`config.mk`:
```
export PLATFORM = sky130hd
export DESIGN_NAME = board_control_flat
export DESIGN_NICKNAME = d
export VERILOG_FILES = /design/src/rtl/board_ctl_pkg.sv /design/src/rtl/ctl_pins_if.sv /design/src/rtl/board_control.sv /design/src/flat_wrapper.sv
export SDC_FILE = /design/constraint.sdc
export NUM_CORES = 1
export LEC_CHECK = 0
export BUFFER_PORTS_ARGS = -buffer_cell sky130_fd_sc_hd__buf_2
export CELL_PAD_IN_SITES_DETAIL_PLACEMENT = 1
export CELL_PAD_IN_SITES_GLOBAL_PLACEMENT = 1
export CORE_MARGIN = 4
export CORE_UTILIZATION = 40
export CTS_BUF_LIST = sky130_fd_sc_hd__clkbuf_4 sky130_fd_sc_hd__clkbuf_8
export CTS_CLUSTER_SIZE = 12
export DETAILED_ROUTE_END_ITERATION = 8
export PLACE_DENSITY = 0.83
export SKIP_CTS_REPAIR_TIMING = 1
export SLEW_MARGIN = 20
export SYNTH_ARGS = -nofsm -noshare
export SYNTH_HDL_FRONTEND = slang
export SYNTH_SLANG_ARGS = --single-unit
```
`constraint.sdc`:
```
create_clock -name aclk -period 1.45 [get_ports aclk]
set_input_delay 0 -clock aclk [delete_from_list [all_inputs] [get_ports aclk]]
set_output_delay 0 -clock aclk [all_outputs]
set_load 0.02 [all_outputs]
```
`src/rtl/board_ctl_pkg.sv`:
```
package board_ctl_pkg;
	// board geometry
	localparam int          SLOT_COUNT    = 4;     // module slots on the board
	localparam int          SW_CTL_COUNT  = 1;     // switch-controller processors
	localparam int          XBAR_LINKS    = 32;    // crossbar inputs and outputs
	localparam int          XBAR_SEL_W    = 5;     // width of a crossbar index
	localparam logic        LINK_IDLE     = 1'b0;  // level of a disconnected link wire
	// control line levels (active low at the edge)
	localparam logic        LINE_ASSERTED = 1'b0;
	localparam logic        LINE_IDLE     = 1'b1;
	// register bus of the controller module
	localparam int          ADDR_W        = 5;
	localparam logic [4:0]  REG_CTRL      = 5'h00; // child reset, child analyse, own error
	localparam logic [4:0]  REG_STATUS    = 5'h04; // sticky events, read only
	localparam logic [4:0]  REG_CLEAR     = 5'h08; // write one to clear, write only
	localparam logic [4:0]  REG_ENABLE    = 5'h0C; // interrupt enables
	localparam logic [4:0]  REG_LIVE      = 5'h10; // live pin levels, read only
	// field layout
	localparam int          CTRL_W          = 3;
	localparam int          CTRL_RESET_BIT  = 0;
	localparam int          CTRL_ANALYSE_BIT= 1;
	localparam int          CTRL_ERROR_BIT  = 2;
	localparam logic [2:0]  CTRL_RESET_VAL  = 3'h0;
	localparam int          EV_W            = 2;
	localparam int          EV_CHILD_ERR    = 0;   // subsystem error line asserted
	localparam int          EV_PORT_RESET   = 1;   // module reset line asserted
	localparam int          LIVE_W          = 3;   // {analyse, reset, child error}, 1 = asserted
	// answers
	localparam logic [1:0]  RESP_OKAY     = 2'h0;
	localparam logic [1:0]  RESP_SLVERR   = 2'h2;
endpackage : board_ctl_pkg

```
`src/rtl/ctl_pins_if.sv`:
```
`timescale 1ns/10ps
`default_nettype none
// pins between the board and the controlling module in slot 0
interface ctl_pins_if;
	logic port_reset_n;      // board to module, reset
	logic port_analyse_n;    // board to module, analyse
	logic port_error_o;      // module error drive level
	logic port_error_oe;     // module pulls error low while high
	logic child_reset_out;   // module to board, subsystem reset, active high
	logic child_analyse_out; // module to board, subsystem analyse, active high
	logic child_error_in_n;  // board to module, subsystem error
	modport board  (output port_reset_n, output port_analyse_n, input port_error_o, input port_error_oe,
			input child_reset_out, input child_analyse_out, output child_error_in_n);
	modport controller (input port_reset_n, input port_analyse_n, output port_error_o, output port_error_oe,
			output child_reset_out, output child_analyse_out, input child_error_in_n);
endinterface : ctl_pins_if
`default_nettype wire

```
`src/rtl/board_control.sv`:
```
// Contract
// - board has up, down and subsystem ports
// - up reset and analyse forwarded to down
// - subsystem outputs OR up with own latches
// - down error ORed with own error upward
// - subsystem error kept local, never sent up
// - module error is open-collector, wire-ORed
// - module reset and analyse go straight through
// - controller drives subsystem lines through latches
// - controller resets subsystem and watches its error
// - processor error output follows its flag
// - slot link 2 feeds next slot link 1
// - pipe jumper loops slot link 1 to 2
// - config jumper picks upstream edge or slot 0
// - switch controllers configure crossbars, form chain
// - crossbar routes any of 32 inputs anywhere
`timescale 1ns/10ps
`default_nettype none
module board_control
	import board_ctl_pkg::*;
#(
	parameter int SLOTS   = SLOT_COUNT,
	parameter int SW_CTLS = SW_CTL_COUNT
) (
	// clock and reset
	input  wire logic                  aclk,
	input  wire logic                  aresetn,
	// up port
	input  wire logic                  up_reset_n,
	input  wire logic                  up_analyse_n,
	output logic                       up_error_o,
	output logic                       up_error_oe,
	// down port
	output logic                       down_reset_n,
	output logic                       down_analyse_n,
	input  wire logic                  down_error_n,
	// subsystem port
	output logic                       sub_reset_n,
	output logic                       sub_analyse_n,
	input  wire logic                  sub_error_n,
	// error lines of the other slots, resolved wire-OR
	input  wire logic                  slot_error_n,
	// controlling module in slot 0
	ctl_pins_if.board                  ctl,
	// module pipeline edges
	input  wire logic                  pipe_head_rx,
	output logic                       pipe_head_tx,
	input  wire logic                  pipe_tail_rx,
	output logic                       pipe_tail_tx,
	// slot links 1 and 2
	input  wire logic [SLOTS-1:0]      slot_l1_tx,
	output logic      [SLOTS-1:0]      slot_l1_rx,
	input  wire logic [SLOTS-1:0]      slot_l2_tx,
	output logic      [SLOTS-1:0]      slot_l2_rx,
	input  wire logic [SLOTS-1:0]      pipe_jumper,
	// configuration pipeline
	input  wire logic                  cfg_jumper,
	input  wire logic                  cfg_chain_upstream_rx,
	output logic                       cfg_chain_upstream_tx,
	input  wire logic                  cfg_chain_downstream_rx,
	output logic                       cfg_chain_downstream_tx,
	input  wire logic [SW_CTLS-1:0]    sw_l1_tx,
	output logic      [SW_CTLS-1:0]    sw_l1_rx,
	input  wire logic [SW_CTLS-1:0]    sw_l2_tx,
	output logic      [SW_CTLS-1:0]    sw_l2_rx,
	// crossbar routing orders from a switch controller
	input  wire logic                  xbar_cfg_valid,
	input  wire logic [XBAR_SEL_W-1:0] xbar_cfg_dst,
	input  wire logic [XBAR_SEL_W-1:0] xbar_cfg_src,
	input  wire logic                  xbar_cfg_on,
	// crossbar link wires
	input  wire logic [XBAR_LINKS-1:0] xbar_in,
	output logic      [XBAR_LINKS-1:0] xbar_out
);

	////////////////////////////////////////////////////////////////////////////
	// helpers

	// active-low OR: the line is asserted when either source is
	function automatic logic or_n(input logic a_n, input logic b_n);
		or_n = a_n & b_n;
	endfunction : or_n

	////////////////////////////////////////////////////////////////////////////
	// state

	typedef struct packed {
		logic                                  down_reset_n;   // down port reset
		logic                                  down_analyse_n; // down port analyse
		logic                                  sub_reset_n;    // subsystem port reset
		logic                                  sub_analyse_n;  // subsystem port analyse
		logic                                  up_err;         // high while up error is pulled
		logic                                  child_err_n;    // subsystem error to slot 0
		logic                                  mod_reset_n;    // slot 0 reset
		logic                                  mod_analyse_n;  // slot 0 analyse
		logic [XBAR_LINKS-1:0]                 route_on;       // crossbar output connected
		logic [XBAR_LINKS-1:0][XBAR_SEL_W-1:0] route_src;      // crossbar source per output
	} board_state_t;

	board_state_t s_q; // registered state
	board_state_t s_d; // next state
	logic         own_err_n; // board's own error, wire-OR of its modules

	////////////////////////////////////////////////////////////////////////////
	// system control lines

	// next state of control lines and crossbar table
	always_comb begin
		s_d = s_q;
		// chained boards below see exactly what arrived from above
		s_d.down_reset_n   = up_reset_n;
		s_d.down_analyse_n = up_analyse_n;
		// subsystem gets upper control or the controller's own latches
		s_d.sub_reset_n    = or_n(up_reset_n, ~ctl.child_reset_out);
		s_d.sub_analyse_n  = or_n(up_analyse_n, ~ctl.child_analyse_out);
		// slot 0 pins follow the up port with no logic of their own
		s_d.mod_reset_n    = up_reset_n;
		s_d.mod_analyse_n  = up_analyse_n;
		// error from below merged with ours; subsystem error stays out of it
		s_d.up_err         = ~or_n(down_error_n, own_err_n);
		// subsystem error goes only to the controller that owns it
		s_d.child_err_n    = sub_error_n;
		// a routing order replaces one output's source
		if (xbar_cfg_valid) begin
			s_d.route_on[xbar_cfg_dst]  = xbar_cfg_on;
			s_d.route_src[xbar_cfg_dst] = xbar_cfg_src;
		end
	end

	// controller pulls low only while its enable is high
	assign own_err_n = or_n(slot_error_n, ~(ctl.port_error_oe & ~ctl.port_error_o));

	// register the state; lines come out of reset deasserted, crossbar open
	always_ff @(posedge aclk) begin
		if (!aresetn) begin
			s_q                <= '0;
			s_q.down_reset_n   <= LINE_IDLE;
			s_q.down_analyse_n <= LINE_IDLE;
			s_q.sub_reset_n    <= LINE_IDLE;
			s_q.sub_analyse_n  <= LINE_IDLE;
			s_q.child_err_n    <= LINE_IDLE;
			s_q.mod_reset_n    <= LINE_IDLE;
			s_q.mod_analyse_n  <= LINE_IDLE;
		end else begin
			s_q <= s_d;
		end
	end

	// port drivers; up error is open collector and only ever pulls low
	assign down_reset_n         = s_q.down_reset_n;
	assign down_analyse_n       = s_q.down_analyse_n;
	assign sub_reset_n          = s_q.sub_reset_n;
	assign sub_analyse_n        = s_q.sub_analyse_n;
	assign up_error_o           = LINE_ASSERTED;
	assign up_error_oe          = s_q.up_err;
	assign ctl.port_reset_n     = s_q.mod_reset_n;
	assign ctl.port_analyse_n   = s_q.mod_analyse_n;
	assign ctl.child_error_in_n = s_q.child_err_n;

	////////////////////////////////////////////////////////////////////////////
	// crossbar

	// each output copies its chosen input; an open output idles
	always_comb begin
		for (int o = 0; o < XBAR_LINKS; o++) begin
			xbar_out[o] = s_q.route_on[o] ? xbar_in[s_q.route_src[o]] : LINK_IDLE;
		end
	end

	////////////////////////////////////////////////////////////////////////////
	// link pipelines
	// links stay combinational: a register per hop would corrupt the
	// serial protocol timing between modules

	logic [SLOTS-1:0] fwd_in;  // what reaches each slot's link 1 input
	logic [SLOTS-1:0] fwd_out; // what leaves each slot toward the tail
	logic [SLOTS-1:0] rev_in;  // what reaches each slot's link 2 input
	logic [SLOTS-1:0] rev_out; // what leaves each slot toward the head

	// module pipeline with jumpers, and configuration pipeline
	always_comb begin
		// head end: slot 0 link 1 faces the edge or the first controller
		fwd_in[0] = cfg_jumper ? sw_l1_tx[0] : pipe_head_rx;
		for (int k = 0; k < SLOTS; k++) begin
			if (k > 0) begin
				fwd_in[k] = fwd_out[k-1];
			end
			fwd_out[k] = pipe_jumper[k] ? fwd_in[k] : slot_l2_tx[k];
		end
		rev_in[SLOTS-1] = pipe_tail_rx;
		for (int k = SLOTS - 1; k >= 0; k--) begin
			if (k < SLOTS - 1) begin
				rev_in[k] = rev_out[k+1];
			end
			rev_out[k] = pipe_jumper[k] ? rev_in[k] : slot_l1_tx[k];
		end
		slot_l1_rx   = fwd_in;
		slot_l2_rx   = rev_in;
		pipe_tail_tx = fwd_out[SLOTS-1];
		// jumper toward slot 0 disconnects the pipeline head from the edge
		pipe_head_tx          = cfg_jumper ? LINK_IDLE : rev_out[0];
		cfg_chain_upstream_tx = cfg_jumper ? LINK_IDLE : sw_l1_tx[0];
		// controllers chained link 2 to link 1, ends at the edge
		for (int j = 0; j < SW_CTLS; j++) begin
			if (j == 0) begin
				sw_l1_rx[j] = cfg_jumper ? rev_out[0] : cfg_chain_upstream_rx;
			end else begin
				sw_l1_rx[j] = sw_l2_tx[j-1];
			end
			if (j == SW_CTLS - 1) begin
				sw_l2_rx[j] = cfg_chain_downstream_rx;
			end else begin
				sw_l2_rx[j] = sw_l1_tx[j+1];
			end
		end
		cfg_chain_downstream_tx = sw_l2_tx[SW_CTLS-1];
	end

endmodule : board_control
`default_nettype wire

```
`src/flat_wrapper.sv`:
```
// flat-port wrapper written by rule: the top's interface ports become plain ports
module board_control_flat import board_ctl_pkg::*;
#(
	parameter int SLOTS   = SLOT_COUNT,
	parameter int SW_CTLS = SW_CTL_COUNT
)
  (aclk, aresetn, up_reset_n, up_analyse_n, up_error_o, up_error_oe, down_reset_n, down_analyse_n, down_error_n, sub_reset_n, sub_analyse_n, sub_error_n, slot_error_n, pipe_head_rx, pipe_head_tx, pipe_tail_rx, pipe_tail_tx, slot_l1_tx, slot_l1_rx, slot_l2_tx, slot_l2_rx, pipe_jumper, cfg_jumper, cfg_chain_upstream_rx, cfg_chain_upstream_tx, cfg_chain_downstream_rx, cfg_chain_downstream_tx, sw_l1_tx, sw_l1_rx, sw_l2_tx, sw_l2_rx, xbar_cfg_valid, xbar_cfg_dst, xbar_cfg_src, xbar_cfg_on, xbar_in, xbar_out, ctl_port_reset_n, ctl_port_analyse_n, ctl_port_error_o, ctl_port_error_oe, ctl_child_reset_out, ctl_child_analyse_out, ctl_child_error_in_n);
  ctl_pins_if ctl_i ();
  input  wire logic aclk;
  input  wire logic aresetn;
  input  wire logic up_reset_n;
  input  wire logic up_analyse_n;
  output logic up_error_o;
  output logic up_error_oe;
  output logic down_reset_n;
  output logic down_analyse_n;
  input  wire logic down_error_n;
  output logic sub_reset_n;
  output logic sub_analyse_n;
  input  wire logic sub_error_n;
  input  wire logic slot_error_n;
  input  wire logic pipe_head_rx;
  output logic pipe_head_tx;
  input  wire logic pipe_tail_rx;
  output logic pipe_tail_tx;
  input  wire logic [SLOTS-1:0] slot_l1_tx;
  output logic      [SLOTS-1:0] slot_l1_rx;
  input  wire logic [SLOTS-1:0] slot_l2_tx;
  output logic      [SLOTS-1:0] slot_l2_rx;
  input  wire logic [SLOTS-1:0] pipe_jumper;
  input  wire logic cfg_jumper;
  input  wire logic cfg_chain_upstream_rx;
  output logic cfg_chain_upstream_tx;
  input  wire logic cfg_chain_downstream_rx;
  output logic cfg_chain_downstream_tx;
  input  wire logic [SW_CTLS-1:0] sw_l1_tx;
  output logic      [SW_CTLS-1:0] sw_l1_rx;
  input  wire logic [SW_CTLS-1:0] sw_l2_tx;
  output logic      [SW_CTLS-1:0] sw_l2_rx;
  input  wire logic xbar_cfg_valid;
  input  wire logic [XBAR_SEL_W-1:0] xbar_cfg_dst;
  input  wire logic [XBAR_SEL_W-1:0] xbar_cfg_src;
  input  wire logic xbar_cfg_on;
  input  wire logic [XBAR_LINKS-1:0] xbar_in;
  output logic      [XBAR_LINKS-1:0] xbar_out;
  output wire logic [$bits(ctl_i.port_reset_n)-1:0] ctl_port_reset_n;
  output wire logic [$bits(ctl_i.port_analyse_n)-1:0] ctl_port_analyse_n;
  input wire logic [$bits(ctl_i.port_error_o)-1:0] ctl_port_error_o;
  input wire logic [$bits(ctl_i.port_error_oe)-1:0] ctl_port_error_oe;
  input wire logic [$bits(ctl_i.child_reset_out)-1:0] ctl_child_reset_out;
  input wire logic [$bits(ctl_i.child_analyse_out)-1:0] ctl_child_analyse_out;
  output wire logic [$bits(ctl_i.child_error_in_n)-1:0] ctl_child_error_in_n;
  assign ctl_port_reset_n = ctl_i.port_reset_n;
  assign ctl_port_analyse_n = ctl_i.port_analyse_n;
  assign ctl_i.port_error_o = ctl_port_error_o;
  assign ctl_i.port_error_oe = ctl_port_error_oe;
  assign ctl_i.child_reset_out = ctl_child_reset_out;
  assign ctl_i.child_analyse_out = ctl_child_analyse_out;
  assign ctl_child_error_in_n = ctl_i.child_error_in_n;
  board_control #(.SLOTS(SLOTS), .SW_CTLS(SW_CTLS)) u_core (.aclk(aclk), .aresetn(aresetn), .up_reset_n(up_reset_n), .up_analyse_n(up_analyse_n), .up_error_o(up_error_o), .up_error_oe(up_error_oe), .down_reset_n(down_reset_n), .down_analyse_n(down_analyse_n), .down_error_n(down_error_n), .sub_reset_n(sub_reset_n), .sub_analyse_n(sub_analyse_n), .sub_error_n(sub_error_n), .slot_error_n(slot_error_n), .ctl(ctl_i), .pipe_head_rx(pipe_head_rx), .pipe_head_tx(pipe_head_tx), .pipe_tail_rx(pipe_tail_rx), .pipe_tail_tx(pipe_tail_tx), .slot_l1_tx(slot_l1_tx), .slot_l1_rx(slot_l1_rx), .slot_l2_tx(slot_l2_tx), .slot_l2_rx(slot_l2_rx), .pipe_jumper(pipe_jumper), .cfg_jumper(cfg_jumper), .cfg_chain_upstream_rx(cfg_chain_upstream_rx), .cfg_chain_upstream_tx(cfg_chain_upstream_tx), .cfg_chain_downstream_rx(cfg_chain_downstream_rx), .cfg_chain_downstream_tx(cfg_chain_downstream_tx), .sw_l1_tx(sw_l1_tx), .sw_l1_rx(sw_l1_rx), .sw_l2_tx(sw_l2_tx), .sw_l2_rx(sw_l2_rx), .xbar_cfg_valid(xbar_cfg_valid), .xbar_cfg_dst(xbar_cfg_dst), .xbar_cfg_src(xbar_cfg_src), .xbar_cfg_on(xbar_cfg_on), .xbar_in(xbar_in), .xbar_out(xbar_out));
endmodule
```
==> results.md <==
* Largest net degree at the start of global routing at 47
* Initial antenna violation count at 3
* CP Class: reg2out
* CTS Root Buffer Type: clkbuf_8
* Final worst slack at -1.19 ns
* IO buf count at between 100 and 150
* LEAKAGE at roughly 7.2 nW
* CP Capture Type: output pin
* Wire per inst at roughly 34 µm
* Grt ovf at 0
* Startpoint types: register
* Gr usage total at about a third
* Register Area at slightly above 4000 µm²
* WL final at just under 90,000 µm
* Fin crit period at 2.64 ns
* Top post-synthesis cells by area: mux4_2 27%, dfxtp_1 23%, mux2i_1 5.3%, nand2_1 4.9%, a21oi_1 4.8%
* Final worst path period share at 182%
* Vias in the first global route at about 20,000
* DR pass1 iterations at 6
* Failing checks: negative setup slack
* Core Area at roughly 42,000 µm²
* Crit path arrival time at 2.64 ns
* Post-route ant nets at 0
* Post-Syn Area at 17,300 µm²
* Slew margin rel. at about 56%
* Fin Setup TNS at -27.36 ns
* Die extent in x at around 220 µm
* Yosys top cell by area: mux4_2
* Clock Skew at 0 ns
* Fmax at 379 MHz
* Multi-input logic area at between 10,000 and 15,000 µm²
* Worst-case reg-to-reg path depth at 2
* Clock-pin slew on the worst setup and hold paths at 0.12 ns
* Sequential-to-total area share from yosys stat at 22.9%
* YS warnings at 0
* Vias at roughly 19,000
* Worst path max stage delay at between 0.5 and 0.6 ns
* Finish-stage setup viols at 32
* Min-delay src: sw_l2_tx
* Flop2flop setup slack at 0.21 ns
* Share of layout cells above drive strength 1 at approximately half
* Commonest non-fill, non-tap cell in the layout: buf_4
* Initial Utilization at between 40% and 50%
* CTS Buf Count at 17
* Max-Cap Viols at 0
* CTS tree: done
* Post-synth top area share at 27.2%
* Dominant synthesized flop cell: dfxtp_1
* Placed wire-length estimate at 53,000 µm
* Critical Path RT at 1.45 ns
* Cell Chain, Critical Path: inv_1 -> a31oi_1 -> o211ai_1 -> a311oi_2 -> buf_4
* Die Ht at approximately 220 µm
* Final core occ at between 50% and 60%
* RSZ-0062 raised after global routing: yes
* Worst-Margin Slew at around 0.66 ns
* Pwr dens at between 500 and 600 nW/µm²
* Site row count at 75
* Hold EP: cfg_chain_downstream_tx
* Post-synth cell types at 46
* Fill cells at roughly 4,600
* Placer Congestion at roughly 0.94
* Commonest non-fill, non-tap cells in the layout: 255 x buf_4, 224 x mux4_2, 222 x nand2_1, 167 x a21oi_1, 138 x dfxtp_1
* EDFF count, synth at 0
* R2r startpoint: u_core.s_q[88]
* Mapped Cells at 1,744
* Slowest-stage cell, CP: a31oi_1
* Fin area at 22,200 µm²
* Final #Nets at between 2,000 and 2,500
* TritonCTS Sinks at 198
* H-tree depth at 4
* Final Hold Violating Endpoints at 0
* Die Area at ~47,000 µm²
* First-pass GRT wire length at ~120,000 µm
* Class of the worst hold path: in2out
* Area growth syn-to-layout at 28.2%
* Syn Nets at 1,818
* Number of I/O pins at between 100 and 150
* DRC Markers at 0
* WHS Path Cells at 0
* Register bit total from synthesis at slightly below 200
* Crit-path max FO at 5
* Worst R2R End: u_core.s_q[88]
* Outcome: finished with violations
* Worst skew pair latency at 0.54 ns
* Clock buffer depth at 2
* Area after DPL at approximately 21,000 µm²
* Post-DR vias/cell at ~7.4
* Syn avg cell area at a little under 10 µm²
* Asr flop ratio synth at 0%
* Initial DRC count at 2,798
* Max-slew violation count at 0
* Peak VDD IR at approximately 0.7 mV
## through the flow
step                      total power [mW]  setup WS (ns)  instances  hold WS (ns)
after floorplan                       7.33         -0.133       1744        0.0687
after global placement                8.66         -0.490       2493      0.000137
after detailed placement              8.83         -0.641       2493      0.000137
after CTS                             12.9          -1.24       2525        -0.391
after global routing                  13.5          -1.18       2572      0.000127
final                                 13.2          -1.19       2573     0.0000435
## critical path, delay by kind of cell, from the launching register on
family                 cells  cell delay, ns
DFF                        1            0.49
AOI/OAI and AO/OA          3            1.21
buffers and inverters      2            0.37
## kinds of logic (layout without fill, tap and decap cells)
logic type / count (synthesis) / count (layout) / share of synthesized area, %
AOI/OAI and AO/OA: 386 / 386 / 14.8
DFF: 198 / 198 / 22.9
buffers and inverters: 286 / 535 / 8.45
muxes: 387 / 387 / 39.4
other: 1 / 4 / 0.0217
and+or+nand+nor: 486 / 486 / 14.4
## worst max path at each step
stage                                from           end  slack, ns  cells past startpoint
final                     u_core.s_q[102]  xbar_out[20]      -1.19                      5
after global routing      u_core.s_q[102]  xbar_out[20]      -1.18                      5
after CTS                  u_core.s_q[41]   xbar_out[8]      -1.24                      6
after detailed placement   u_core.s_q[41]   xbar_out[8]      -0.64                      6
after global placement     u_core.s_q[41]   xbar_out[8]      -0.49                      6
after floorplan             u_core.s_q[0]   xbar_out[0]      -0.13                      4
## report_power, final
part / total (mW) / internal (mW) / switching (mW)
Sequential: 5.49 / 5.41 / 0.0738
Clock: 4.22 / 1.74 / 2.48
Combinational: 3.52 / 1.48 / 2.04
Total: 13.2 / 8.63 / 4.60
## layer usage
| metal | global-route usage [%] | vias up | wire length, µm |
|---|---|---|---|
| met5 | 0 | - | 0 |
| met4 | 27.7 | 0 | 9190 |
| met2 | 52.0 | 1916 | 38900 |
| met1 | 36.3 | 9140 | 27400 |
| li1 | - | 7085 | - |
| met3 | 8.70 | 841 | 11300 |
## flip-flops by register name, summed over array words and instances, names as in the netlist
register / count
u_core.down_reset_n: 1
u_core.sub_reset_n: 1
u_core.up_error_oe: 1
u_core.down_analyse_n: 1
u_core.ctl.child_error_in_n: 1
u_core.s_q: 192
u_core.sub_analyse_n: 1
## synth_stat cells, types with 22 or more instances
cell type  instances
nand2_1          225
mux4_2           209
dfxtp_1          198
a21oi_1          167
clkbuf_1         156
nand3_1          107
o21ai_0          101
mux2i_1           91
mux2_2            72
buf_2             63
nor2_1            43
nand2b_1          31
buf_6             24
o22ai_1           24
nand3b_1          22
## area by class of cell
type | instances | area share (%)
Multi-Input combinational cell | 1260 | 55.7
Sequential cell | 198 | 18.7
Tap cell | 577 | 3.25
Inverter | 21 | 0.378
Antenna cell | 3 | 0.0338
Clock inverter | 15 | 0.851
Clock buffer | 17 | 1.05
Timing Repair Buffer | 482 | 20.1
Power figures use the tool's default switching activity.
